--- src/rtl/mwl_pkg.sv ---
/*
  Constants of the microstep wave lookup block: register offsets, field
  positions, reset values and widths.
  Assumes every user references these as mwl_pkg::name, with no import.
*/
package mwl_pkg;

  // Widths
  localparam int unsigned ADDR_W   = 8;
  localparam int unsigned DATA_W   = 32;
  localparam int unsigned COUNT_W  = 10;
  localparam int unsigned ENTRY_W  = 8;
  localparam int unsigned CUR_W    = 9;
  localparam int unsigned QUARTER  = 256;
  localparam int unsigned WORDS    = 8;

  // Register offsets, as seen on the register port
  localparam logic [7:0] OFS_TABLE_FIRST = 8'h70;
  localparam logic [7:0] OFS_TABLE_LAST  = 8'h77;
  localparam logic [7:0] OFS_SEG_CFG     = 8'h78;
  localparam logic [7:0] OFS_COUNT       = 8'h79;
  localparam logic [7:0] OFS_CURRENT     = 8'h7a;
  localparam logic [7:0] OFS_START       = 8'h7e;

  // Segment configuration fields
  localparam int unsigned BORDER_W      = 8;
  localparam int unsigned SLOPE_W       = 2;
  localparam int unsigned BORDER3_LSB   = 24;
  localparam int unsigned BORDER2_LSB   = 16;
  localparam int unsigned BORDER1_LSB   = 8;
  localparam int unsigned SLOPE3_LSB    = 6;
  localparam int unsigned SLOPE2_LSB    = 4;
  localparam int unsigned SLOPE1_LSB    = 2;
  localparam int unsigned SLOPE0_LSB    = 0;

  // Start value and current value fields
  localparam int unsigned START_A_LSB   = 0;
  localparam int unsigned START_B_LSB   = 16;
  localparam int unsigned CUR_A_LSB     = 0;
  localparam int unsigned CUR_B_LSB     = 16;

  // Coil B runs a quarter period ahead of coil A
  localparam logic [9:0] PHASE_B_OFFSET = 10'h100;

  // Reset contents: a ready to use wave, border one at 128, slopes 2,1,1,1
  localparam logic [31:0]  SEG_CFG_RST = 32'hffff8056;
  localparam logic [7:0]   START_A_RST = 8'h00;
  localparam logic [7:0]   START_B_RST = 8'hf7;
  localparam logic [255:0] TABLE_RST   = {32'h00000000, 32'h00000000,
                                          32'h007fffff, 32'hffffffff,
                                          32'haaaaaaaa, 32'haaaaaaaa,
                                          32'haaaaaaaa, 32'haaaaaaaa};

endpackage

--- src/rtl/mwl_wave_if.sv ---
/*
  Shared wave state handed from the top of the lookup block to each coil
  tracker: active table bits, active segment setup and the counter step.
  Assumes one clock; all members are driven by the top only.
*/
`timescale 1ns/100ps
interface mwl_wave_if;
  logic [255:0] inc_bits;   // Active increment-select bits
  logic [31:0]  seg_cfg;    // Active segment borders and slopes
  logic [9:0]   old_count;  // Counter value before this cycle
  logic [9:0]   new_count;  // Counter value now
  logic         step;       // Counter moved by one, not onto zero
  logic         reload;     // Counter arrived at zero

  modport src  (output inc_bits, seg_cfg, old_count, new_count, step, reload);
  modport coil (input  inc_bits, seg_cfg, old_count, new_count, step, reload);
endinterface

--- src/rtl/mwl_top.sv ---
/*
  Microstep wave lookup: holds the incrementally coded quarter wave and its
  segment setup, expands it to a full period and produces two coil
  currents a quarter period apart on every microstep.
  Assumes the microstep counter comes from logic on ref_clk, moves by at
  most one per cycle and stands at zero when reset is released.
*/
// How it works
// RL1: Quarter wave of 256 extended to 1024
// RL2: Ten-bit counter indexes the full wave
// RL3: Increment bits in eight words 0x70-0x77
// RL4: Next entry adds slope or slope minus one
// RL5: Increments from -1 to +3 are allowed
// RL6: Four segments split by three borders
// RL7: Borders and slopes packed at 0x78
// RL8: Entries are eight bits, 256 per quarter
// RL9: Both coils start from programmable start values
// RL10: Both currents readable together at 0x7a
// RL11: Currents reload whenever counter reaches zero
// RL12: Coil B is coil A shifted 90 degrees
// RL13: Two segments need borders two, three 255
// RL14: Reset leaves a usable wave loaded
// RL15: Bit n sits in word n/32
// RL16: Start values at 0x7e bits 7:0, 23:16
// RL17: Coil B wave begins at position 256
// RL18: Later quadrants mirror and negate the quarter
// RL19: New setup takes effect at next zero
`timescale 1ns/100ps
module mwl_top (
  input  wire logic        ref_clk,            // 25 MHz system clock
  input  wire logic        nrst,               // Asynchronous reset, active low
  input  wire logic [9:0]  microstep_counter,  // Microstep position 0..1023
  input  wire logic [7:0]  reg_addr,           // Register offset
  input  wire logic [31:0] reg_wdata,          // Write data
  input  wire logic        reg_wr,             // Write strobe
  input  wire logic        reg_rd,             // Read strobe
  output logic      [31:0] reg_rdata,          // Read data, cycle after strobe
  output logic      [8:0]  coil_a_current,     // Signed coil A current
  output logic      [8:0]  coil_b_current      // Signed coil B current
);

  // Reset release through two flops
  logic rst_meta_n_q;
  logic rst_n_q;

  always_ff @(posedge ref_clk or negedge nrst) begin
    if (!nrst) begin
      rst_meta_n_q <= 1'b0;
      rst_n_q      <= 1'b0;
    end else begin
      rst_meta_n_q <= 1'b1;
      rst_n_q      <= rst_meta_n_q;
    end
  end

  // Register state
  logic [31:0]  tbl_shadow_q [mwl_pkg::WORDS];
  logic [255:0] tbl_shadow_flat;
  logic [255:0] tbl_active_q;
  logic [31:0]  seg_shadow_q;
  logic [31:0]  seg_active_q;
  logic [7:0]   start_a_q;
  logic [7:0]   start_b_q;
  logic [9:0]   count_q;
  logic [31:0]  rdata_q;
  logic [31:0]  rdata_d;

  // Address decode
  wire       tbl_hit   = reg_addr[7:3] == mwl_pkg::OFS_TABLE_FIRST[7:3];
  wire [2:0] tbl_idx   = reg_addr[2:0];
  wire       seg_hit   = reg_addr == mwl_pkg::OFS_SEG_CFG;
  wire       cnt_hit   = reg_addr == mwl_pkg::OFS_COUNT;
  wire       cur_hit   = reg_addr == mwl_pkg::OFS_CURRENT;
  wire       start_hit = reg_addr == mwl_pkg::OFS_START;
  wire       tbl_wr    = reg_wr && tbl_hit;
  wire       seg_wr    = reg_wr && seg_hit;
  wire       start_wr  = reg_wr && start_hit;

  // RL15: bit n lands at word n/32, bit n%32
  for (genvar g = 0; g < mwl_pkg::WORDS; g++) begin : g_flat
    assign tbl_shadow_flat[g*32 +: 32] = tbl_shadow_q[g];
  end

  // RL2: counter movement decides step or reload
  wire cnt_changed = microstep_counter != count_q;
  wire step_up     = microstep_counter == 10'(count_q + 10'h001);
  wire step_dn     = microstep_counter == 10'(count_q - 10'h001);
  // RL11: arriving at zero, from either side, reloads
  wire reload      = cnt_changed && (microstep_counter == 10'h000);
  wire step        = (step_up || step_dn) && !reload;

  // RL3: table words are write only storage
  always_ff @(posedge ref_clk or negedge rst_n_q) begin
    if (!rst_n_q) begin
      for (int i = 0; i < mwl_pkg::WORDS; i++) begin
        // RL14: preloaded wave
        tbl_shadow_q[i] <= mwl_pkg::TABLE_RST[i*32 +: 32];
      end
    end else if (tbl_wr) begin
      tbl_shadow_q[tbl_idx] <= reg_wdata;
    end
  end

  // RL7: segment setup, RL16: start values
  always_ff @(posedge ref_clk or negedge rst_n_q) begin
    if (!rst_n_q) begin
      seg_shadow_q <= mwl_pkg::SEG_CFG_RST;
      start_a_q    <= mwl_pkg::START_A_RST;
      start_b_q    <= mwl_pkg::START_B_RST;
    end else begin
      if (seg_wr) begin
        seg_shadow_q <= reg_wdata;
      end
      if (start_wr) begin
        start_a_q <= reg_wdata[mwl_pkg::START_A_LSB +: mwl_pkg::ENTRY_W];
        start_b_q <= reg_wdata[mwl_pkg::START_B_LSB +: mwl_pkg::ENTRY_W];
      end
    end
  end

  // RL19: setup is taken over only at a zero crossing
  // Changing it mid period would break the running incremental sums.
  always_ff @(posedge ref_clk or negedge rst_n_q) begin
    if (!rst_n_q) begin
      tbl_active_q <= mwl_pkg::TABLE_RST;
      seg_active_q <= mwl_pkg::SEG_CFG_RST;
    end else if (reload) begin
      tbl_active_q <= tbl_shadow_flat;
      seg_active_q <= seg_shadow_q;
    end
  end

  always_ff @(posedge ref_clk or negedge rst_n_q) begin
    if (!rst_n_q) begin
      count_q <= 10'h000;
    end else begin
      count_q <= microstep_counter;
    end
  end

  // Shared wave state to both trackers
  mwl_wave_if wave ();

  assign wave.inc_bits  = tbl_active_q;
  assign wave.seg_cfg   = seg_active_q;
  assign wave.old_count = count_q;
  assign wave.new_count = microstep_counter;
  assign wave.step      = step;
  assign wave.reload    = reload;

  // RL1: coil A reads the wave at the counter
  mwl_coil #(
    .POS_OFFSET (10'h000)
  ) u_coil_a (
    .ref_clk   (ref_clk),
    .rst_n     (rst_n_q),
    .wave      (wave.coil),
    .start_val (start_a_q),
    .current   (coil_a_current)
  );

  // RL12: coil B reads the same wave a quarter ahead
  // RL17: so at count zero it reads wave position 256
  mwl_coil #(
    .POS_OFFSET (mwl_pkg::PHASE_B_OFFSET)
  ) u_coil_b (
    .ref_clk   (ref_clk),
    .rst_n     (rst_n_q),
    .wave      (wave.coil),
    .start_val (start_b_q),
    .current   (coil_b_current)
  );

  // RL10: both currents in one word
  wire [31:0] cur_word = {7'h00, coil_b_current, 7'h00, coil_a_current};
  wire [31:0] cnt_word = {22'h000000, count_q};
  wire [31:0] start_word = {8'h00, start_b_q, 8'h00, start_a_q};

  // Write only and unmapped offsets read as zero
  assign rdata_d = !reg_rd  ? 32'h00000000
                 : cur_hit  ? cur_word
                 : cnt_hit  ? cnt_word
                 : start_hit ? start_word
                 : 32'h00000000;

  always_ff @(posedge ref_clk or negedge rst_n_q) begin
    if (!rst_n_q) begin
      rdata_q <= 32'h00000000;
    end else begin
      rdata_q <= rdata_d;
    end
  end

  assign reg_rdata = rdata_q;
endmodule

--- src/rtl/mwl_coil.sv ---
/*
  One coil current tracker: follows the counter through the incrementally
  coded quarter wave and mirrors it into the full period.
  Assumes the counter moves by at most one per cycle and the wave interface
  is driven by mwl_top in the same clock domain.
*/
`timescale 1ns/100ps
module mwl_coil #(
  parameter logic [9:0] POS_OFFSET = 10'h000
) (
  input  wire logic       ref_clk,    // System clock
  input  wire logic       rst_n,      // Synchronised reset, active low
  mwl_wave_if.coil        wave,       // Shared wave state
  input  wire logic [7:0] start_val,  // Programmed entry at counter zero
  output logic      [8:0] current     // Signed coil current
);

  if (POS_OFFSET[7:0] != 8'h00) begin : g_chk
    $error("POS_OFFSET must be a whole quarter period");
  end

  // RL4: increment from slope and select bit
  function automatic logic [3:0] inc_at(input logic [7:0]   k,
                                        input logic [31:0]  cfg,
                                        input logic [255:0] bits);
    logic [1:0] slope;
    // RL6: four segments split by three borders
    if (k < cfg[mwl_pkg::BORDER1_LSB +: mwl_pkg::BORDER_W])
      slope = cfg[mwl_pkg::SLOPE0_LSB +: mwl_pkg::SLOPE_W];
    else if (k < cfg[mwl_pkg::BORDER2_LSB +: mwl_pkg::BORDER_W])
      slope = cfg[mwl_pkg::SLOPE1_LSB +: mwl_pkg::SLOPE_W];
    else if (k < cfg[mwl_pkg::BORDER3_LSB +: mwl_pkg::BORDER_W])
      slope = cfg[mwl_pkg::SLOPE2_LSB +: mwl_pkg::SLOPE_W];
    else
      slope = cfg[mwl_pkg::SLOPE3_LSB +: mwl_pkg::SLOPE_W];
    // RL5: result spans -1 to +3 in two's complement
    return {2'b00, slope} + {3'b000, bits[k]} - 4'h1;
  endfunction

  // RL18: odd quadrants run the quarter backwards
  function automatic logic [7:0] quarter_idx(input logic [9:0] p);
    return p[8] ? ~p[7:0] : p[7:0];
  endfunction

  // RL8: eight bit entries, 256 per quarter
  logic [7:0] ent_q;
  logic [7:0] ent_d;
  logic [8:0] cur_q;
  logic [8:0] cur_d;
  wire  [9:0] p_old    = 10'(wave.old_count + POS_OFFSET);
  wire  [9:0] p_new    = 10'(wave.new_count + POS_OFFSET);
  wire  [7:0] k_old    = quarter_idx(p_old);
  wire  [7:0] k_new    = quarter_idx(p_new);
  wire        fwd      = k_new == 8'(k_old + 8'h01);
  wire        back     = k_new == 8'(k_old - 8'h01);
  wire  [3:0] inc_fwd  = inc_at(k_old, wave.seg_cfg, wave.inc_bits);
  wire  [3:0] inc_back = 4'h0 - inc_at(k_new, wave.seg_cfg, wave.inc_bits);
  // At a quadrant edge the index repeats, so the entry holds
  wire  [3:0] delta    = fwd ? inc_fwd : (back ? inc_back : 4'h0);

  // RL9: entry seeded from start value
  // RL11: reload on zero, otherwise accumulate
  assign ent_d = wave.reload ? start_val
               : (wave.step ? 8'(ent_q + {{4{delta[3]}}, delta}) : ent_q);
  // RL18: second half period carries negative sign
  assign cur_d = p_new[9] ? 9'h000 - {1'b0, ent_d} : {1'b0, ent_d};

  always_ff @(posedge ref_clk or negedge rst_n) begin
    if (!rst_n) begin
      ent_q <= (POS_OFFSET == 10'h000) ? mwl_pkg::START_A_RST : mwl_pkg::START_B_RST;
      cur_q <= (POS_OFFSET == 10'h000) ? {1'b0, mwl_pkg::START_A_RST}
                                       : {1'b0, mwl_pkg::START_B_RST};
    end else if (wave.reload || wave.step) begin
      ent_q <= ent_d;
      cur_q <= cur_d;
    end
  end

  assign current = cur_q;
endmodule

--- config.mk ---
export PLATFORM = sky130hd
export DESIGN_NAME = mwl_top
export DESIGN_NICKNAME = d
export VERILOG_FILES = /design/src/rtl/mwl_pkg.sv /design/src/rtl/mwl_wave_if.sv /design/src/rtl/mwl_top.sv /design/src/rtl/mwl_coil.sv
export SDC_FILE = /design/constraint.sdc
export NUM_CORES = 2
export LEC_CHECK = 0
export BUFFER_PORTS_ARGS = -buffer_cell sky130_fd_sc_hd__buf_2
export CAP_MARGIN = 0
export CORE_UTILIZATION = 35
export CTS_BUF_LIST = sky130_fd_sc_hd__clkbuf_8
export DETAILED_ROUTE_END_ITERATION = 8
export PLACE_DENSITY = 0.5
export RECOVER_POWER = 100
export SLEW_MARGIN = 10
export SYNTH_ARGS = -nofsm -noshare
export SYNTH_HDL_FRONTEND = slang
export SYNTH_SLANG_ARGS = --single-unit
--- constraint.sdc ---
create_clock -name ref_clk -period 23.6 [get_ports ref_clk]
set_input_delay 4.72 -clock ref_clk [delete_from_list [all_inputs] [get_ports ref_clk]]
set_output_delay 4.72 -clock ref_clk [all_outputs]
set_load 0.01 [all_outputs]
# Word-level counts from Yosys, hierarchy flattened
# Cells that the tools add are included.
# totals
reg_bits	663
input_bits	54
out_inout_bits	50
word_cells	129
# op_classes
add_sub_neg	22
n_lt_le_gt_ge	18
n_eq_ne	12
muxes	41
n_bitwise	5
reduce_logical	10
# ops
cell	count
$bwmux 256	1
$demux 32 s3	1
$lt 8x8->1	12
$mux 8	8
$mux 25	2
$mux 24	2
$lt 8x9->1 const B	4
$bmux 1 s8	4
$eq 8x7->1 const B	4
$eq 8x8->1	4
$mux 32	1
$not 8->8	4
$mux 2	12
$eq 10x10->1	2
$mux 9	2
$sub 1x8->9 const A	2
$add 8x1->8 const B	2
$add 8x8->8	2
$mux 4	4
$sub 4x1->4 const B	4
$sub 8x1->8 const B	2
$add 2x1->3	4
$add 10x1->10 const B	1
$add 10x9->10 const B	1
13 further kinds	23

# Longest topological paths before layout
# depth
depth_word	17
mapped_depth	34

# By module
# Synthesis repeated with hierarchy kept, for this count alone.
# unflattened
cells_unflattened	3008
area_unflattened_um2	40568.9
# modules_own_cells
module	n_inst	cells_each	area_each_um2	seq_area_each_um2
mwl_top	1	1474	25199.2	15949.0
mwl_coil (u_coil_b)	1	877	7900.1	416.6
mwl_coil (u_coil_a)	1	657	7469.7	400.4

# Worst setup path before layout
# Ideal clock, no wire load.
# synth_timing
path_type	input to register
from	input port microstep_counter[0]
to	register u_coil_a.cur_q[8], in the netlist u_coil_a.current[8]
setup_time_ps	118
t_arrival_ps	10496
required_ps	23482
setup_slack_ps	12985
path_stages	25
path_buffers	3
path_cell_list	buf_1 -> xor2_1 -> buf_2 -> buf_2 -> mux4_2 -> mux4_2 -> mux4_2 -> mux4_2 -> ha_1 -> inv_1 -> ha_1 -> nand2_1 -> o21ai_0 -> ha_1 -> a21o_1 -> a21oi_1 -> o21bai_1 -> a21oi_1 -> nor2_1 -> a211oi_1 -> a2111oi_0 -> mux2_2 -> nor3_2 -> a211oi_1 -> a21o_1
# synth_via
elab_chain_cells	16
word_cells_on_any_way	31
# synth_rtl
element	line	rtl
start, declared	mwl_top.sv:32	input wire logic [9:0] microstep_counter,
$not 8->8	mwl_coil.sv:42	return p[8] ? ~p[7:0] : p[7:0];
$mux 8	mwl_coil.sv:42	
$lt 8x8->1	mwl_coil.sv:32	else if (k < cfg[mwl_pkg::BORDER3_LSB +: mwl_pkg::BORDER_W])
$mux 2	mwl_coil.sv:32	
$mux 2	mwl_coil.sv:30	else if (k < cfg[mwl_pkg::BORDER2_LSB +: mwl_pkg::BORDER_W])
$mux 2	mwl_coil.sv:28	if (k < cfg[mwl_pkg::BORDER1_LSB +: mwl_pkg::BORDER_W])
$add 2x1->3	mwl_coil.sv:37	return {2'b00, slope} + {3'b000, bits[k]} - 4'h1;
$sub 4x1->4	mwl_coil.sv:37	
$sub 1x4->4	mwl_coil.sv:57	wire [3:0] inc_back = 4'h0 - inc_at(k_new, wave.seg_cfg, wave.inc_bits);
$mux 4 (2 in series)	mwl_coil.sv:59	wire [3:0] delta = fwd ? inc_fwd : (back ? inc_back : 4'h0);
$add 8x8->8	mwl_coil.sv:64	: (wave.step ? 8'(ent_q + {{4{delta[3]}}, delta}) : ent_q);
$mux 8	mwl_coil.sv:64	
$mux 8	mwl_coil.sv:63	assign ent_d = wave.reload ? start_val
$sub 1x8->9	mwl_coil.sv:66	assign cur_d = p_new[9] ? 9'h000 - {1'b0, ent_d} : {1'b0, ent_d};
$mux 9	mwl_coil.sv:66	
end signal, assigned	mwl_coil.sv:71	cur_q <= (POS_OFFSET == 10'h000) ? {1'b0, mwl_pkg::START_A_RST}
end signal, assigned	mwl_coil.sv:75	cur_q <= cur_d;
end, declared	mwl_coil.sv:48	logic [8:0] cur_q;
# Parallel ways exist; a longest one is shown, timed or not. The select of a mux whose other input is x is not followed.
# A chain may end at the register's enable or synchronous reset.

# Final worst setup path
# layout_timing
from	input port microstep_counter[8]
to	register u_coil_b.cur_q[7], in the netlist u_coil_b.current[7]
# layout_via
elab_chain_cells	16
word_cells_on_any_way	31
# layout_rtl
element	line	rtl
$add 10x9->10	mwl_coil.sv:51	wire [9:0] p_new = 10'(wave.new_count + POS_OFFSET);
$mux 8	mwl_coil.sv:42	
$lt 8x8->1	mwl_coil.sv:32	
$mux 2	mwl_coil.sv:32	
$mux 2	mwl_coil.sv:30	
$mux 2	mwl_coil.sv:28	
$add 2x1->3	mwl_coil.sv:37	
$sub 4x1->4	mwl_coil.sv:37	
$sub 1x4->4	mwl_coil.sv:57	
$mux 4 (2 in series)	mwl_coil.sv:59	
$add 8x8->8	mwl_coil.sv:64	
$mux 8	mwl_coil.sv:64	
$mux 8	mwl_coil.sv:63	
$sub 1x8->9	mwl_coil.sv:66	
$mux 9	mwl_coil.sv:66	
end signal, assigned	mwl_coil.sv:71	
end signal, assigned	mwl_coil.sv:75	
end, declared	mwl_coil.sv:48	
# Parallel ways exist; a longest one is shown, timed or not. The select of a mux whose other input is x is not followed.

==> out/qor.yml <==
status: "finished with violations"
violations: "capacitance limit, slew limit"
wl_met3_mm: 6.93
place_hpwl_mm: 83.5
totalWireLength_mm: 122
yosys_most_used_dff: "dfrtp_1"
antenna_found_initial: 8
ys_seq_area_frac: 0.441
cts_buffers: 111
reg2reg_slack_ns: 10.99
synth-async-reset-ratio: 1.00
path_cells: "clkbuf_1, xor2_1, nor4_1, nand3_1, and4_1, clkbuf_1, a221oi_1, nand4_1, o31ai_1, xor2_1, a21oi_1"
grt_pass1_wl_mm: 185
crit_arrival_ns: 16.91
fp.dieArea_sq_um: 110000
ir_drop_mv: 0.0405
nets: 3561
clockBufferDepth: 3
final_cells: 4887
synth_commonest_cells: "nand2_1, dfrtp_1, mux2_2"
yosysTopAreaCellShare: 0.233
setup_tns_ns: 0
ys_warn_count: 0
regToRegEndpoint: "tbl_active_q[56]"
ant_nets: 0
vias: 27500
clock-root-buffer: "clkbuf_8"
synth_area_sq_um: 38100
critPathKind: "in2reg"
drc: 0
dieHeight_microns: 332
core_area_sq_um: 108000
worstSetupEndpoint: "u_coil_b.current[7]"
crit_path_start: "microstep_counter[8]"
dr.pass1.iters: 5
area_growth_pct: 10.0
whs_ns: 0.349
synth-seq-cells: 655
rsz0062_at_grt: "no"
cts.sinks: 655
r2r_cells: 3
synthTopCellsByArea: "dfrtp_1, dfstp_2, mux4_2"
holdBufCountCts: 0
end_kind: "register"
synth_cells: 3366
cp_slowest_cell: "clkbuf_1"
io_pins: 104
powerDensity_nw_per_um2: 62.3
setup_viol_count_final: 0
clk_pin_slew_ns: 0.06
cp_data_required_time_ns: 24.26
port_buffers: 90
drv_cap: 24
cts_max_level: 3
max-slew-margin-rel: -4.76
track_usage: 0.222
hold_viol: 0
synth_edf_count: 0
routed_via_density: 5.62
startpoint_type: "input port"
hp-class: "reg2reg"
m1WireLength_mm: 51.5
worstReg2RegStart: "rst_n_q"
drt-initial-drc-count: 2439
wl_met2_mm: 59.3
grt_overflow: 0
synth_top_area_cell: "dfrtp_1"
synth.most_common_cell: "nand2_1"
ys_types: 92
period_share: 0.688
cts_resized: 0
fin_crit_ns: 16.25
grt_pass1_vias: 27200
die_x_microns: 332
drive_above_1_share: 0.335
gp_congestion: 0.936
dr.max_layer_used: "met5"
p_total_w: 0.00261
max_stage_delay_ns: 6.02
placed_cells: 4675
tightest_slew_ns: 8.64
fmax_mhz: 61.5
wl_per_cell_microns: 25.0
crit_fanout: 180
p_leak_nw: 18.8
grt_start_max_net_pins: 194
clock_skew_ns: 0.0365
initial_utilization: 0.354
post_cts_buffers: 0
clkLatencyLatePin_ns: 0.76
synth_area_per_cell_sq_um: 11.3
rows: 120
slew_violations: 1451
cts_tree: "built"
## registers in the layout, indices dropped and copies added (netlist names)
| name | cells |
|---|---|
| tbl_shadow_flat | 256 |
| u_coil_b.current | 9 |
| reg_rdata | 19 |
| u_coil_b.ent_q | 7 |
| count_q | 10 |
| seg_active_q | 32 |
| u_coil_a.ent_q | 7 |
| u_coil_a.current | 9 |
| rst_n_q | 1 |
| start_a_q | 8 |
| rst_meta_n_q | 1 |
| tbl_active_q | 256 |
| seg_shadow_q | 32 |
| start_b_q | 8 |
## final cells by class
class	count	area, sq um
repair buffers	140	696
inverters	82	313
clock buffers	138	1900
well taps	1403	1760
clock inverters	71	439
flip-flops and latches	655	16800
diodes	3	7.51
fillers	10600	65600
multi-input cells	2395	20000
## worst min-delay path by stage
stage	startpoint	to	slack [ns]	cells past startpoint
2_1_floorplan	rst_meta_n_q	rst_n_q	0.33	0
3_5_place_dp	rst_meta_n_q	rst_n_q	0.34	0
5_1_grt	rst_meta_n_q	rst_n_q	0.36	0
3_3_place_gp	rst_meta_n_q	rst_n_q	0.33	0
4_1_cts	rst_meta_n_q	rst_n_q	0.35	0
6_report	rst_meta_n_q	rst_n_q	0.35	0
## report_power, final
group / switching [W] / internal (W)
Combinational: 0.000216 / 0.000124
Clock: 0.000485 / 0.000582
Sequential: 0.0000277 / 0.00117
Total: 0.000729 / 0.00188
## worst max-delay path, delay by kind of cell
| family | cells | cell delay, ns |
|---|---|---|
| xor+xnor | 2 | 0.55 |
| buf+inv | 2 | 6.90 |
| compound gates | 3 | 1.82 |
| simple gates | 4 | 2.83 |
## routing by layer
layer  GRT usage  up-vias
met3      0.0358      230
met2       0.364      902
li1            -    12100
met1       0.295    14200
met5           0        -
met4      0.0823        2
## metrics by stage
step	util	setup WS, ns	cell area [sq um]
final	0.390	7.35	41900
after global routing	0.390	6.11	41900
after CTS	0.392	11.74	42100
after detailed placement	0.370	10.94	39800
after global placement	0.370	11.00	39800
after floorplan	-	4.52	38100
## cells by family after synthesis
kind of cell	after synthesis	synth area share
xor gates and xnor gates	82	0.0220
AOI/OAI and AO/OA	355	0.0632
muxes	616	0.266
DFF	655	0.441
adders and majority gates	123	0.0408
buffers and inverters	328	0.0365
other	2	0.000197
and+or+nand+nor	1205	0.131
## layout by cell type (no fill, tap or decap), types with 8 or more instances in the layout
cell / count
a21o_1: 9
mux4_2: 286
inv_1: 127
dfstp_2: 294
clkbuf_1: 66
mux2i_1: 18
a22oi_1: 10
dfrtp_1: 354
nor2_1: 77
nor4_1: 10
a222oi_1: 8
a311oi_1: 9
nor3_1: 39
o221ai_1: 17
o21ai_0: 73
conb_1: 14
clkbuf_8: 138
buf_2: 48
xnor2_2: 8
nand4_1: 9
a31oi_1: 43
and3_1: 8
nor2b_1: 29
nand2b_1: 12
nand2_1: 947
mux2_2: 311
ha_1: 120
xor2_1: 19
a21oi_1: 68
nand3_1: 28
xnor2_1: 48
o22ai_1: 26
clkinv_2: 11
buf_4: 25
a211oi_1: 16
and2_1: 8
Note: power is estimated with default switching activity, not from simulation.
